==> src/tsa_pkg.sv <==
// package: constants and types for the timeslot access unit
// Functional notes
// - a parity violation may overwrite slot data in an unspecified pattern
// - loop-back and switching work when the read and write registers hold the same place in opposite pairs
// - other read/write pairings may loop, mis-monitor or drive wrong data
// - with input and output disabled, a read returns the previous programming
// - once output is enabled, the latest written value becomes readable
// - one flag marks intermediate access, another marks failed access
package tsa_pkg;
  localparam int          TSA_NUM_REGS   = 4;
  localparam int          TSA_DATA_W     = 8;
  localparam int          TSA_SLOT_W     = 4;
  localparam int          TSA_NUM_SLOTS  = 12;
  localparam logic [7:0]  TSA_DATA_RST   = 8'hFF;
  localparam logic [3:0]  TSA_SLOT_RST   = 4'h0;
  // register index: bit0 selects second of pair, bit1 selects pair 2
  localparam logic [1:0]  TSA_IDX_P1_FIRST  = 2'h0;
  localparam logic [1:0]  TSA_IDX_P1_SECOND = 2'h1;
  localparam logic [1:0]  TSA_IDX_P2_FIRST  = 2'h2;
  localparam logic [1:0]  TSA_IDX_P2_SECOND = 2'h3;
  // control field positions: per register input enable and output enable
  localparam int          TSA_CTL_IN_POS  = 0;
  localparam int          TSA_CTL_OUT_POS = 1;
  localparam logic [1:0]  TSA_CTL_RST     = 2'h0;
  typedef enum logic [1:0] {
    TSA_ST_IDLE   = 2'b00,
    TSA_ST_ACTIVE = 2'b01,
    TSA_ST_DONE   = 2'b10
  } tsa_state_t;
endpackage

==> src/tsa_access_reg.sv <==
// module: one access register with shadow write and read-back staging
`timescale 1ns/1ps
`default_nettype none
module tsa_access_reg
  import tsa_pkg::*;
#(
  parameter int DATA_W = TSA_DATA_W
)
(
  input  wire logic              ref_clk_i,
  input  wire logic              rst_i,
  input  wire logic              wr_i,
  input  wire logic [DATA_W-1:0] wr_data_i,
  input  wire logic              in_en_i,
  input  wire logic              out_en_i,
  input  wire logic              cap_i,
  input  wire logic [DATA_W-1:0] cap_data_i,
  output logic      [DATA_W-1:0] prog_o,
  output logic      [DATA_W-1:0] rd_o
);
  if (DATA_W < 1)
  begin : g_bad_width
    $error("tsa_access_reg: DATA_W must be positive");
  end

  logic [DATA_W-1:0] prog_reg;
  logic [DATA_W-1:0] prog_next;
  logic [DATA_W-1:0] view_reg;
  logic [DATA_W-1:0] view_next;

  // ------------------------------------------------------------
  // shadow and visible copy
  // ------------------------------------------------------------
  always_comb
  begin
    prog_next = prog_reg;
    view_next = view_reg;
    if (wr_i)
    begin
      prog_next = wr_data_i;
    end
    // the visible copy only follows a write while some path is live
    if (cap_i && in_en_i)
    begin
      view_next = cap_data_i;
    end
    else if (out_en_i)
    begin
      view_next = prog_next;
    end
    else if (in_en_i && wr_i)
    begin
      view_next = wr_data_i;
    end
    // both paths off: keep previous programming visible
  end

  always_ff @(posedge ref_clk_i)
  begin
    if (rst_i)
    begin
      prog_reg <= DATA_W'(TSA_DATA_RST);
      view_reg <= DATA_W'(TSA_DATA_RST);
    end
    else
    begin
      prog_reg <= prog_next;
      view_reg <= view_next;
    end
  end

  assign prog_o = prog_reg;
  assign rd_o   = view_reg;
endmodule
`default_nettype wire

==> src/tsa_core.sv <==
// module: timeslot access unit with four access registers on a serial bus
`timescale 1ns/1ps
`default_nettype none
module tsa_core
  import tsa_pkg::*;
#(
  parameter int NUM_REGS  = TSA_NUM_REGS,
  parameter int DATA_W    = TSA_DATA_W,
  parameter int SLOT_W    = TSA_SLOT_W,
  parameter int NUM_SLOTS = TSA_NUM_SLOTS
)
(
  input  wire logic                         ref_clk_i,
  input  wire logic                         rst_i,
  // host side
  input  wire logic                         host_wr_i,
  input  wire logic [1:0]                   host_idx_i,
  input  wire logic [DATA_W-1:0]            host_wdata_i,
  input  wire logic                         host_rd_i,
  output logic      [DATA_W-1:0]            host_rdata_o,
  output logic                              host_rvalid_o,
  // per register control: {out_en, in_en}, and slot/direction select
  input  wire logic [2*NUM_REGS-1:0]        reg_ctl_i,
  input  wire logic [SLOT_W*NUM_REGS-1:0]   reg_slot_i,
  input  wire logic [NUM_REGS-1:0]          reg_dir_up_i,
  // serial bus side, one byte per timeslot
  input  wire logic                         slot_strobe_i,
  input  wire logic [SLOT_W-1:0]            slot_num_i,
  input  wire logic [DATA_W-1:0]            downstream_line_i,
  input  wire logic [DATA_W-1:0]            upstream_line_i,
  output logic      [DATA_W-1:0]            downstream_line_o,
  output logic                              downstream_line_oe_o,
  output logic      [DATA_W-1:0]            upstream_line_o,
  output logic                              upstream_line_oe_o,
  // access flags, one cycle each
  output logic                              intermediate_access_flag_o,
  output logic                              failed_access_flag_o
);
  // ------------------------------------------------------------
  // parameter checks
  // ------------------------------------------------------------
  // the host index is two bits wide, so exactly four registers are served
  if (NUM_REGS != 4)
  begin : g_bad_regs
    $error("tsa_core: NUM_REGS must be 4");
  end
  if (NUM_SLOTS > (1 << SLOT_W))
  begin : g_bad_slots
    $error("tsa_core: SLOT_W too narrow");
  end
  if (DATA_W < 1)
  begin : g_bad_width
    $error("tsa_core: DATA_W must be positive");
  end

  logic [DATA_W-1:0] prog_w [NUM_REGS];
  logic [DATA_W-1:0] rd_w   [NUM_REGS];
  logic [NUM_REGS-1:0] hit_w;
  logic [NUM_REGS-1:0] drv_w;

  // ------------------------------------------------------------
  // access registers
  // ------------------------------------------------------------
  genvar g;
  generate
    for (g = 0; g < NUM_REGS; g++)
    begin : g_reg
      logic [SLOT_W-1:0] slot_w;
      assign slot_w = reg_slot_i[g*SLOT_W +: SLOT_W];
      // any register may take any slot; no parity check in hardware
      assign hit_w[g] = slot_strobe_i && (slot_num_i == slot_w);
      assign drv_w[g] = hit_w[g] && reg_ctl_i[2*g + TSA_CTL_OUT_POS];
      tsa_access_reg #(
        .DATA_W (DATA_W)
      ) u_reg (
        .ref_clk_i  (ref_clk_i),
        .rst_i      (rst_i),
        .wr_i       (host_wr_i && (host_idx_i == 2'(g))),
        .wr_data_i  (host_wdata_i),
        .in_en_i    (reg_ctl_i[2*g + TSA_CTL_IN_POS]),
        .out_en_i   (reg_ctl_i[2*g + TSA_CTL_OUT_POS]),
        .cap_i      (hit_w[g]),
        .cap_data_i (reg_dir_up_i[g] ? upstream_line_i : downstream_line_i),
        .prog_o     (prog_w[g]),
        .rd_o       (rd_w[g])
      );
    end
  endgenerate

  // ------------------------------------------------------------
  // bus drive and flags
  // ------------------------------------------------------------
  logic [DATA_W-1:0] dd_reg;
  logic [DATA_W-1:0] dd_next;
  logic              dd_oe_reg;
  logic              dd_oe_next;
  logic [DATA_W-1:0] du_reg;
  logic [DATA_W-1:0] du_next;
  logic              du_oe_reg;
  logic              du_oe_next;
  logic [DATA_W-1:0] rdata_reg;
  logic [DATA_W-1:0] rdata_next;
  logic              rvalid_reg;
  logic              rvalid_next;
  logic              inter_reg;
  logic              inter_next;
  logic              fail_reg;
  logic              fail_next;
  tsa_state_t        state_reg;
  tsa_state_t        state_next;
  int unsigned       dd_cnt;
  int unsigned       du_cnt;

  always_comb
  begin
    dd_next     = '0;
    dd_oe_next  = 1'b0;
    du_next     = '0;
    du_oe_next  = 1'b0;
    dd_cnt      = 0;
    du_cnt      = 0;
    state_next  = state_reg;
    inter_next  = 1'b0;
    fail_next   = 1'b0;
    rvalid_next = host_rd_i;
    // read data is held between reads so a late sampler still sees it
    rdata_next  = host_rd_i ? rd_w[host_idx_i] : rdata_reg;
    // lower index wins a collision; the data seen by others is then undefined
    for (int i = NUM_REGS - 1; i >= 0; i--)
    begin
      if (drv_w[i])
      begin
        if (reg_dir_up_i[i])
        begin
          du_next    = prog_w[i];
          du_oe_next = 1'b1;
          du_cnt++;
        end
        else
        begin
          dd_next    = prog_w[i];
          dd_oe_next = 1'b1;
          dd_cnt++;
        end
      end
    end
    unique case (state_reg)
      TSA_ST_IDLE:
      begin
        if (|hit_w)
        begin
          state_next = TSA_ST_ACTIVE;
        end
      end
      TSA_ST_ACTIVE:
      begin
        if (!slot_strobe_i)
        begin
          state_next = TSA_ST_DONE;
        end
      end
      TSA_ST_DONE:
      begin
        state_next = TSA_ST_IDLE;
      end
      default:
      begin
        state_next = TSA_ST_IDLE;
      end
    endcase
    // a hit in DONE flags but still falls back to idle, so a run of slots flags every other one
    // intermediate: a hit while a prior access is still open
    if ((|hit_w) && (state_reg != TSA_ST_IDLE))
    begin
      inter_next = 1'b1;
    end
    // failed: two registers driving one direction in one slot
    if ((dd_cnt > 1) || (du_cnt > 1))
    begin
      fail_next = 1'b1;
    end
  end

  always_ff @(posedge ref_clk_i)
  begin
    if (rst_i)
    begin
      dd_reg     <= '0;
      dd_oe_reg  <= 1'b0;
      du_reg     <= '0;
      du_oe_reg  <= 1'b0;
      rdata_reg  <= '0;
      rvalid_reg <= 1'b0;
      inter_reg  <= 1'b0;
      fail_reg   <= 1'b0;
      state_reg  <= TSA_ST_IDLE;
    end
    else
    begin
      dd_reg     <= dd_next;
      dd_oe_reg  <= dd_oe_next;
      du_reg     <= du_next;
      du_oe_reg  <= du_oe_next;
      rdata_reg  <= rdata_next;
      rvalid_reg <= rvalid_next;
      inter_reg  <= inter_next;
      fail_reg   <= fail_next;
      state_reg  <= state_next;
    end
  end

  assign downstream_line_o          = dd_reg;
  assign downstream_line_oe_o       = dd_oe_reg;
  assign upstream_line_o            = du_reg;
  assign upstream_line_oe_o         = du_oe_reg;
  assign host_rdata_o               = rdata_reg;
  assign host_rvalid_o              = rvalid_reg;
  assign intermediate_access_flag_o = inter_reg;
  assign failed_access_flag_o       = fail_reg;
endmodule
`default_nettype wire

==> config.mk <==
export PLATFORM = sky130hd
export DESIGN_NAME = tsa_core
export DESIGN_NICKNAME = d
export VERILOG_FILES = /design/src/tsa_pkg.sv /design/src/tsa_access_reg.sv /design/src/tsa_core.sv
export SDC_FILE = /design/constraint.sdc
export NUM_CORES = 1
export LEC_CHECK = 0
export ABC_AREA = 1
export BUFFER_PORTS_ARGS = -buffer_cell sky130_fd_sc_hd__buf_2
export CORE_AREA = 2 2 136 124
export CTS_CLUSTER_SIZE = 40
export DETAILED_ROUTE_END_ITERATION = 10
export DIE_AREA = 0 0 138 126
export HOLD_SLACK_MARGIN = 0.06
export PLACE_DENSITY = 0.56
export REMOVE_ABC_BUFFERS = 1
export SYNTH_ARGS = -nofsm -noshare
export SYNTH_HDL_FRONTEND = slang
export SYNTH_SLANG_ARGS = --single-unit
export TNS_END_PERCENT = 30
==> constraint.sdc <==
create_clock -name ref_clk_i -period 5.2 [get_ports ref_clk_i]
set_input_delay 0.78 -clock ref_clk_i [delete_from_list [all_inputs] [get_ports ref_clk_i]]
set_output_delay 0.78 -clock ref_clk_i [all_outputs]
set_load 0.01 [all_outputs]
==> metrics.csv, run 1 <==
metric;value;unit
count of unresolved DRC violations after routing;0;
share of the clock period used by the worst path;58.2;%
warnings from Yosys;0;
worst supply voltage drop on vdd;0.229;mV
Pwr Density;275;nW/um^2
Post-DRT Antenna Nets;0;
top-area cell type share of the netlist area;33.7;%
startpoint-to-endpoint class of the critical path;in -> reg;
total number of vias;5755;
maximum fanout encountered on the critical timing path;9;
fraction of layout instances using a drive strength above 1;20.3;%
hold-critical path endpoint;state_reg[1]$_SDFFE_PP0P_;
Overall Global Routing Usage;20.6;%
worst hold stages;2;
number of antenna violations at the first check in global routing;0;
Post-Syn Area;5650;um^2
core region area;16000;um^2
Antenna Diode Count;0;
cell type with the highest aggregate area in the netlist;sky130_fd_sc_hd__dfxtp_1;
outcome;complete, no violations;
CTS buffer count;9;
arrival time of data at the critical path endpoint;3280;ps
final routed wirelength across all metal layers;18000;um
total power draw;1.78;mW
post-detailed-route wirelength per cell;16.4;um
data required time of the critical path;5460;ps
path depth of the worst reg2reg path;6;
clock tree from TritonCTS;done;
Crit Reg-Reg Startpoint;g_reg[0].u_reg.prog_o[4]$_SDFF_PP1_;
fmax;330;MHz
Post-CTS Hold Fix Bufs;0;
Cell variety after synth;42;
Worst Setup Slack post-DPL;1820;ps
worst hold-check path type;reg -> reg;
register-to-register setup slack;3950;ps
clock tree root driver cell;sky130_fd_sc_hd__clkbuf_16;
number of cells upsized or downsized after cts;0;
multi-input logic area;3190;um^2
CTS HTree Levels;3;
biggest area contributors in the synthesized netlist;sky130_fd_sc_hd__dfxtp_1, sky130_fd_sc_hd__nand2_1, sky130_fd_sc_hd__o211ai_1;
crit path launch type;primary input;
ratio of routed vias to standard cells;5.25;
Routability Congestion;0.867;
mean cell area of the mapped netlist;6.88;um^2
insertion delay to the later sink of the worst-skew pair;360;ps
end of the worst register-to-register path;g_reg[0].u_reg.rd_o[4]$_SDFFE_PP1P_;
Area growth syn-to-layout;14.6;%
vias in the first global route;5111;
post-layout net count;956;
skew final;8.93;ps
final critical-path setup slack;2170;ps
Starting Density;35.4;%
first-iteration detailed-routing DRC count;582;
minimum clock period after layout;3030;ps
maximum buffer depth of the clock tree;2;
number of violations of the max-capacitance limit;0;
final number of max-transition violations;0;
setup fix buffers added after clock tree synthesis;0;
maximum number of pins on one net before global-route repair;40;
gate count of the mapped netlist;821;
wire length of the first global-routing pass;28200;um
I/O pin cnt;92;
Crit. End Element;flip-flop;
transition at the pin with the smallest max-transition slack;722;ps
leakage power of the design;3.05;nW
Num Clock Sinks;95;
filler cell count;1737;
count of standard-cell rows;44;
register area share after synthesis;33.7;%
total overflow reported by the global router;0;
FF/Latch Area;1900;um^2
Chip Height;126;um
unrepaired setup endpoints after global routing;no;
Port Buf Inserts;91;
drt pass-1 iters;5;
post-synthesis sequential element count;95;
clk slew on worst S/H paths;70;ps
final HPWL from detailed placement;13500;um
Final setup violation count;0;
Hold Startpoint;state_reg[0]$_SDFFE_PP0P_;
Post-Route Setup TNS;0;ps
die area;17400;um^2
die width;138;um
worst-case headroom to the max-slew limit;51.8;%
number of hold violations in the final report;0;
report_power, final:
part | internal, mW | switching [mW]
Sequential | 0.771 | 0.0237
Combinational | 0.103 | 0.193
Clock | 0.388 | 0.301
placed cells by master (no fill, tap or decap), drive strengths merged:
master,netlist,routed
a31oi,4,4
or2,20,20
and2,1,1
o21ai,96,96
nor2,41,41
o22ai,4,4
buf,19,93
nand4,7,7
clkinv,1,3
dfxtp,95,95
a22oi,8,8
nor3,3,3
o211ai,73,73
inv,89,89
clkbuf,21,10
a221oi,4,4
xor2,3,3
bufinv,0,1
ha,8,8
nand3,53,53
nand2,220,220
a41oi,2,2
clkinvlp,0,3
o21bai,2,2
xnor2,1,1
a21oi,46,46
cell type report:
type / instances / share of cell area (%)
clock buffers: 10 / 3.69
flip-flops and latches: 95 / 29.4
inverters: 90 / 5.32
clock inverters: 6 / 1.08
well taps: 207 / 4.00
multi-input cells: 596 / 49.3
repair buffers: 93 / 7.27
cell usage after synthesis, drive strengths merged:
cell type,instances
a21oi,46
buf,19
nand3,53
o21ai,96
xor2,3
a22oi,8
a31oi,4
clkbuf,21
dfxtp,95
and2,1
xnor2,1
clkinv,1
nor2,41
nand4,7
o21bai,2
a41oi,2
nor3,3
nand2,220
o211ai,73
ha,8
o22ai,4
a221oi,4
inv,89
or2,20
per-layer routing:
metal | up-vias | share of wire (%) | GRT usage [%]
li1 | 2914 | - | -
met1 | 2643 | 49 | 30.4
met2 | 186 | 44 | 31.5
met3 | 12 | 6.0 | 4.11
met4 | 0 | 0.84 | 3.84
met5 | - | 0 | 0
metrics by stage:
stage | instance area (um^2) | util [%] | hold slack, ps | std cells
after floorplan | 5430 | - | 442 | 781
after global placement | 6160 | 38.6 | 455 | 1081
after detailed placement | 6160 | 38.6 | 460 | 1081
after CTS | 6470 | 40.5 | 475 | 1097
after global routing | 6470 | 40.5 | 495 | 1097
final | 6470 | 40.5 | 471 | 1097
worst max-delay path, stage by stage:
cell                       delay (ps)
sky130_fd_sc_hd__buf_2            120
sky130_fd_sc_hd__inv_2             60
sky130_fd_sc_hd__nand2_1           50
sky130_fd_sc_hd__nand2_1           40
sky130_fd_sc_hd__nor2_1           130
sky130_fd_sc_hd__nand3_2          170
sky130_fd_sc_hd__nor2_4           170
sky130_fd_sc_hd__nand2_2           80
sky130_fd_sc_hd__clkinv_2         120
sky130_fd_sc_hd__ha_1             240
sky130_fd_sc_hd__nand2_1           90
sky130_fd_sc_hd__nand2_1           90
sky130_fd_sc_hd__ha_1             280
sky130_fd_sc_hd__nand2_1           70
sky130_fd_sc_hd__nand2_1           70
sky130_fd_sc_hd__ha_1             290
sky130_fd_sc_hd__nand2_1           70
sky130_fd_sc_hd__nand3_1           70
sky130_fd_sc_hd__nor2_1           100
sky130_fd_sc_hd__nand3_1           70
sky130_fd_sc_hd__nand2_1           60
sky130_fd_sc_hd__inv_1             50
how the worst max path moves through the flow:
stage | depth (start not counted) | to | slack, ps | start
finish | 22 | failed_access_flag_o$_SDFF_PP0_ | 2170 | slot_num_i[0]
global route | 23 | failed_access_flag_o$_SDFF_PP0_ | 1960 | slot_num_i[0]
CTS | 22 | failed_access_flag_o$_SDFF_PP0_ | 2200 | slot_num_i[0]
detailed placement | 22 | failed_access_flag_o$_SDFF_PP0_ | 1820 | slot_num_i[0]
global placement | 22 | failed_access_flag_o$_SDFF_PP0_ | 1870 | slot_num_i[0]
floorplan | 21 | failed_access_flag_o$_SDFF_PP0_ | 2240 | slot_num_i[3]
kinds of logic after synthesis:
logic type      Yosys count  synth area share (%)
simple gates            345                  28.4
flops                    95                  33.7
compound gates          239                  25.7
fa+ha+maj                 8                  1.77
buf+inv                 130                  9.84
xor+xnor                  4                 0.621
(Power assumes the default switching activity.)
==> inputs of run 2 (changes only) <==
- clock period: 5.2 -> 3.12 ns (I/O delays scaled with it)
==> metrics.csv, run 2 (synthesis gave the netlist of run 1 again) <==
metric;value;unit
CTS HTree Levels;3;
post-detailed-route wirelength per cell;16.3;um
die width;138;um
hold-critical path endpoint;state_reg[1]$_SDFFE_PP0P_;
unrepaired setup endpoints after global routing;no;
I/O pin cnt;92;
final routed wirelength across all metal layers;18100;um
worst hold stages;2;
CTS buffer count;9;
number of antenna violations at the first check in global routing;0;
fraction of layout instances using a drive strength above 1;21.5;%
number of violations of the max-capacitance limit;0;
multi-input logic area;3190;um^2
leakage power of the design;3.11;nW
crit path launch type;primary input;
Routability Congestion;0.870;
vias in the first global route;5133;
transition at the pin with the smallest max-transition slack;626;ps
Area growth syn-to-layout;16.0;%
Num Clock Sinks;95;
end of the worst register-to-register path;g_reg[0].u_reg.rd_o[4]$_SDFFE_PP1P_;
minimum clock period after layout;2570;ps
first-iteration detailed-routing DRC count;726;
Overall Global Routing Usage;20.6;%
startpoint-to-endpoint class of the critical path;in -> reg;
final HPWL from detailed placement;13700;um
fmax;389;MHz
cell with the most instances on the worst path;sky130_fd_sc_hd__nand2_1;
Antenna Diode Count;0;
Chip Height;126;um
Starting Density;35.4;%
number of hold violations in the final report;0;
FF/Latch Area;1900;um^2
worst hold-check path type;in -> reg;
die area;17400;um^2
maximum number of pins on one net before global-route repair;57;
ratio of routed vias to standard cells;5.22;
Port Buf Inserts;91;
most common library cell in the layout ignoring fill and taps;sky130_fd_sc_hd__nand2_1;
maximum fanout encountered on the critical timing path;5;
largest incremental delay on the critical path;300;ps
drt pass-1 iters;5;
Post-Route Setup TNS;0;ps
Crit. End Element;flip-flop;
wire length of the first global-routing pass;28200;um
Post-CTS Hold Fix Bufs;0;
cell chain of the critical path;buf_2 -> inv_2 -> nand2_1 -> nand2_1 -> nor2_1 -> nand3_2 -> nor2_4 -> nand2_2 -> ha_1 -> nand2_1 -> nand2_1 -> ha_1 -> nand2_1 -> nand2_1 -> ha_1 -> nand4_1 -> nand2_1 -> nand3_1 -> nor2_1 -> nand3_1 -> nand2_1 -> inv_1;
total placed instance area;6270;um^2
filler cell count;1763;
path depth of the worst reg2reg path;6;
slowest stage cell, crit path;sky130_fd_sc_hd__ha_1;
maximum buffer depth of the clock tree;2;
outcome;complete, no violations;
post-route cell area;6550;um^2
core region area;16000;um^2
count of unresolved DRC violations after routing;0;
Final setup violation count;0;
worst hold margin;366;ps
total overflow reported by the global router;0;
data required time of the critical path;3380;ps
clock tree root driver cell;sky130_fd_sc_hd__clkbuf_16;
Hold Startpoint;slot_strobe_i;
final number of max-transition violations;0;
insertion delay to the later sink of the worst-skew pair;350;ps
commonest non-fill, non-tap cells in the layout;sky130_fd_sc_hd__nand2_1, sky130_fd_sc_hd__dfxtp_1, sky130_fd_sc_hd__buf_2;
share of the clock period used by the worst path;82.4;%
arrival time of data at the critical path endpoint;2830;ps
Pwr Density;438;nW/um^2
Crit Reg-Reg Startpoint;g_reg[0].u_reg.prog_o[4]$_SDFF_PP1_;
core utilization of the finished layout;41.0;%
post-layout net count;969;
total power draw;2.86;mW
number of cells upsized or downsized after cts;0;
register-to-register setup slack;1910;ps
setup fix buffers added after clock tree synthesis;0;
clock tree from TritonCTS;done;
worst supply voltage drop on vdd;0.248;mV
worst-case headroom to the max-slew limit;58.2;%
skew final;8.43;ps
count of standard-cell rows;44;
clk slew on worst S/H paths;70;ps
total number of vias;5797;
Post-DRT Antenna Nets;0;
run 2: changes by cell type in the layout (fill, tap and decap cells not counted):
cell	delta
sky130_fd_sc_hd__clkinvlp_4	-1
sky130_fd_sc_hd__clkbuf_8	-1
sky130_fd_sc_hd__buf_12	+1
sky130_fd_sc_hd__clkinv_4	-1
sky130_fd_sc_hd__inv_6	+1
sky130_fd_sc_hd__clkinv_2	+3
sky130_fd_sc_hd__bufinv_16	-1
sky130_fd_sc_hd__buf_4	+12
run 2: worst max path at each step:
stage                   from                         endpoint  slack [ps]  cells past startpoint
2_1_floorplan  slot_num_i[3]  failed_access_flag_o$_SDFF_PP0_         470                     21
3_3_place_gp   slot_num_i[3]  failed_access_flag_o$_SDFF_PP0_         260                     22
3_5_place_dp   slot_num_i[3]  failed_access_flag_o$_SDFF_PP0_         190                     22
4_1_cts        slot_num_i[3]  failed_access_flag_o$_SDFF_PP0_         550                     22
5_1_grt        slot_num_i[3]  failed_access_flag_o$_SDFF_PP0_         260                     22
6_report       slot_num_i[3]  failed_access_flag_o$_SDFF_PP0_         550                     22
run 2: metrics by stage:
| stage | std cells | worst slack (ps) |
|---|---|---|
| floorplan | 781 | 467 |
| global placement | 1094 | 260 |
| detailed placement | 1094 | 189 |
| CTS | 1110 | 555 |
| global route | 1110 | 260 |
| finish | 1110 | 550 |
run 2: cell type report:
type                    instances  area share (%)
multi-input cells             596            48.7
flip-flops and latches         95            29.1
repair buffers                106            8.87
inverters                      90            5.26
well taps                     207            3.96
clock buffers                   9            3.44
clock inverters                 7           0.726
run 2: critical path, delay by kind of cell:
family	cells	cell delay (ps)
simple gates	16	1390
buf+inv	3	220
fa+ha+maj	3	760
run 2: routing by layer:
| metal | track usage (%) | wire length (um) | up-vias |
|---|---|---|---|
| met5 | 0 | 0 | - |
| met4 | 4.50 | 196 | 0 |
| met3 | 3.80 | 1300 | 15 |
| met2 | 31.4 | 7880 | 233 |
| met1 | 30.3 | 8740 | 2609 |
| li1 | - | - | 2940 |
run 2: where the power goes:
group | leakage [nW] | total, mW | internal, mW | switching, mW
clock network | 0.132 | 1.04 | 0.540 | 0.495
logic | 2.19 | 0.504 | 0.180 | 0.324
registers | 0.782 | 1.32 | 1.29 | 0.0393
total | 3.11 | 2.86 | 2.01 | 0.859
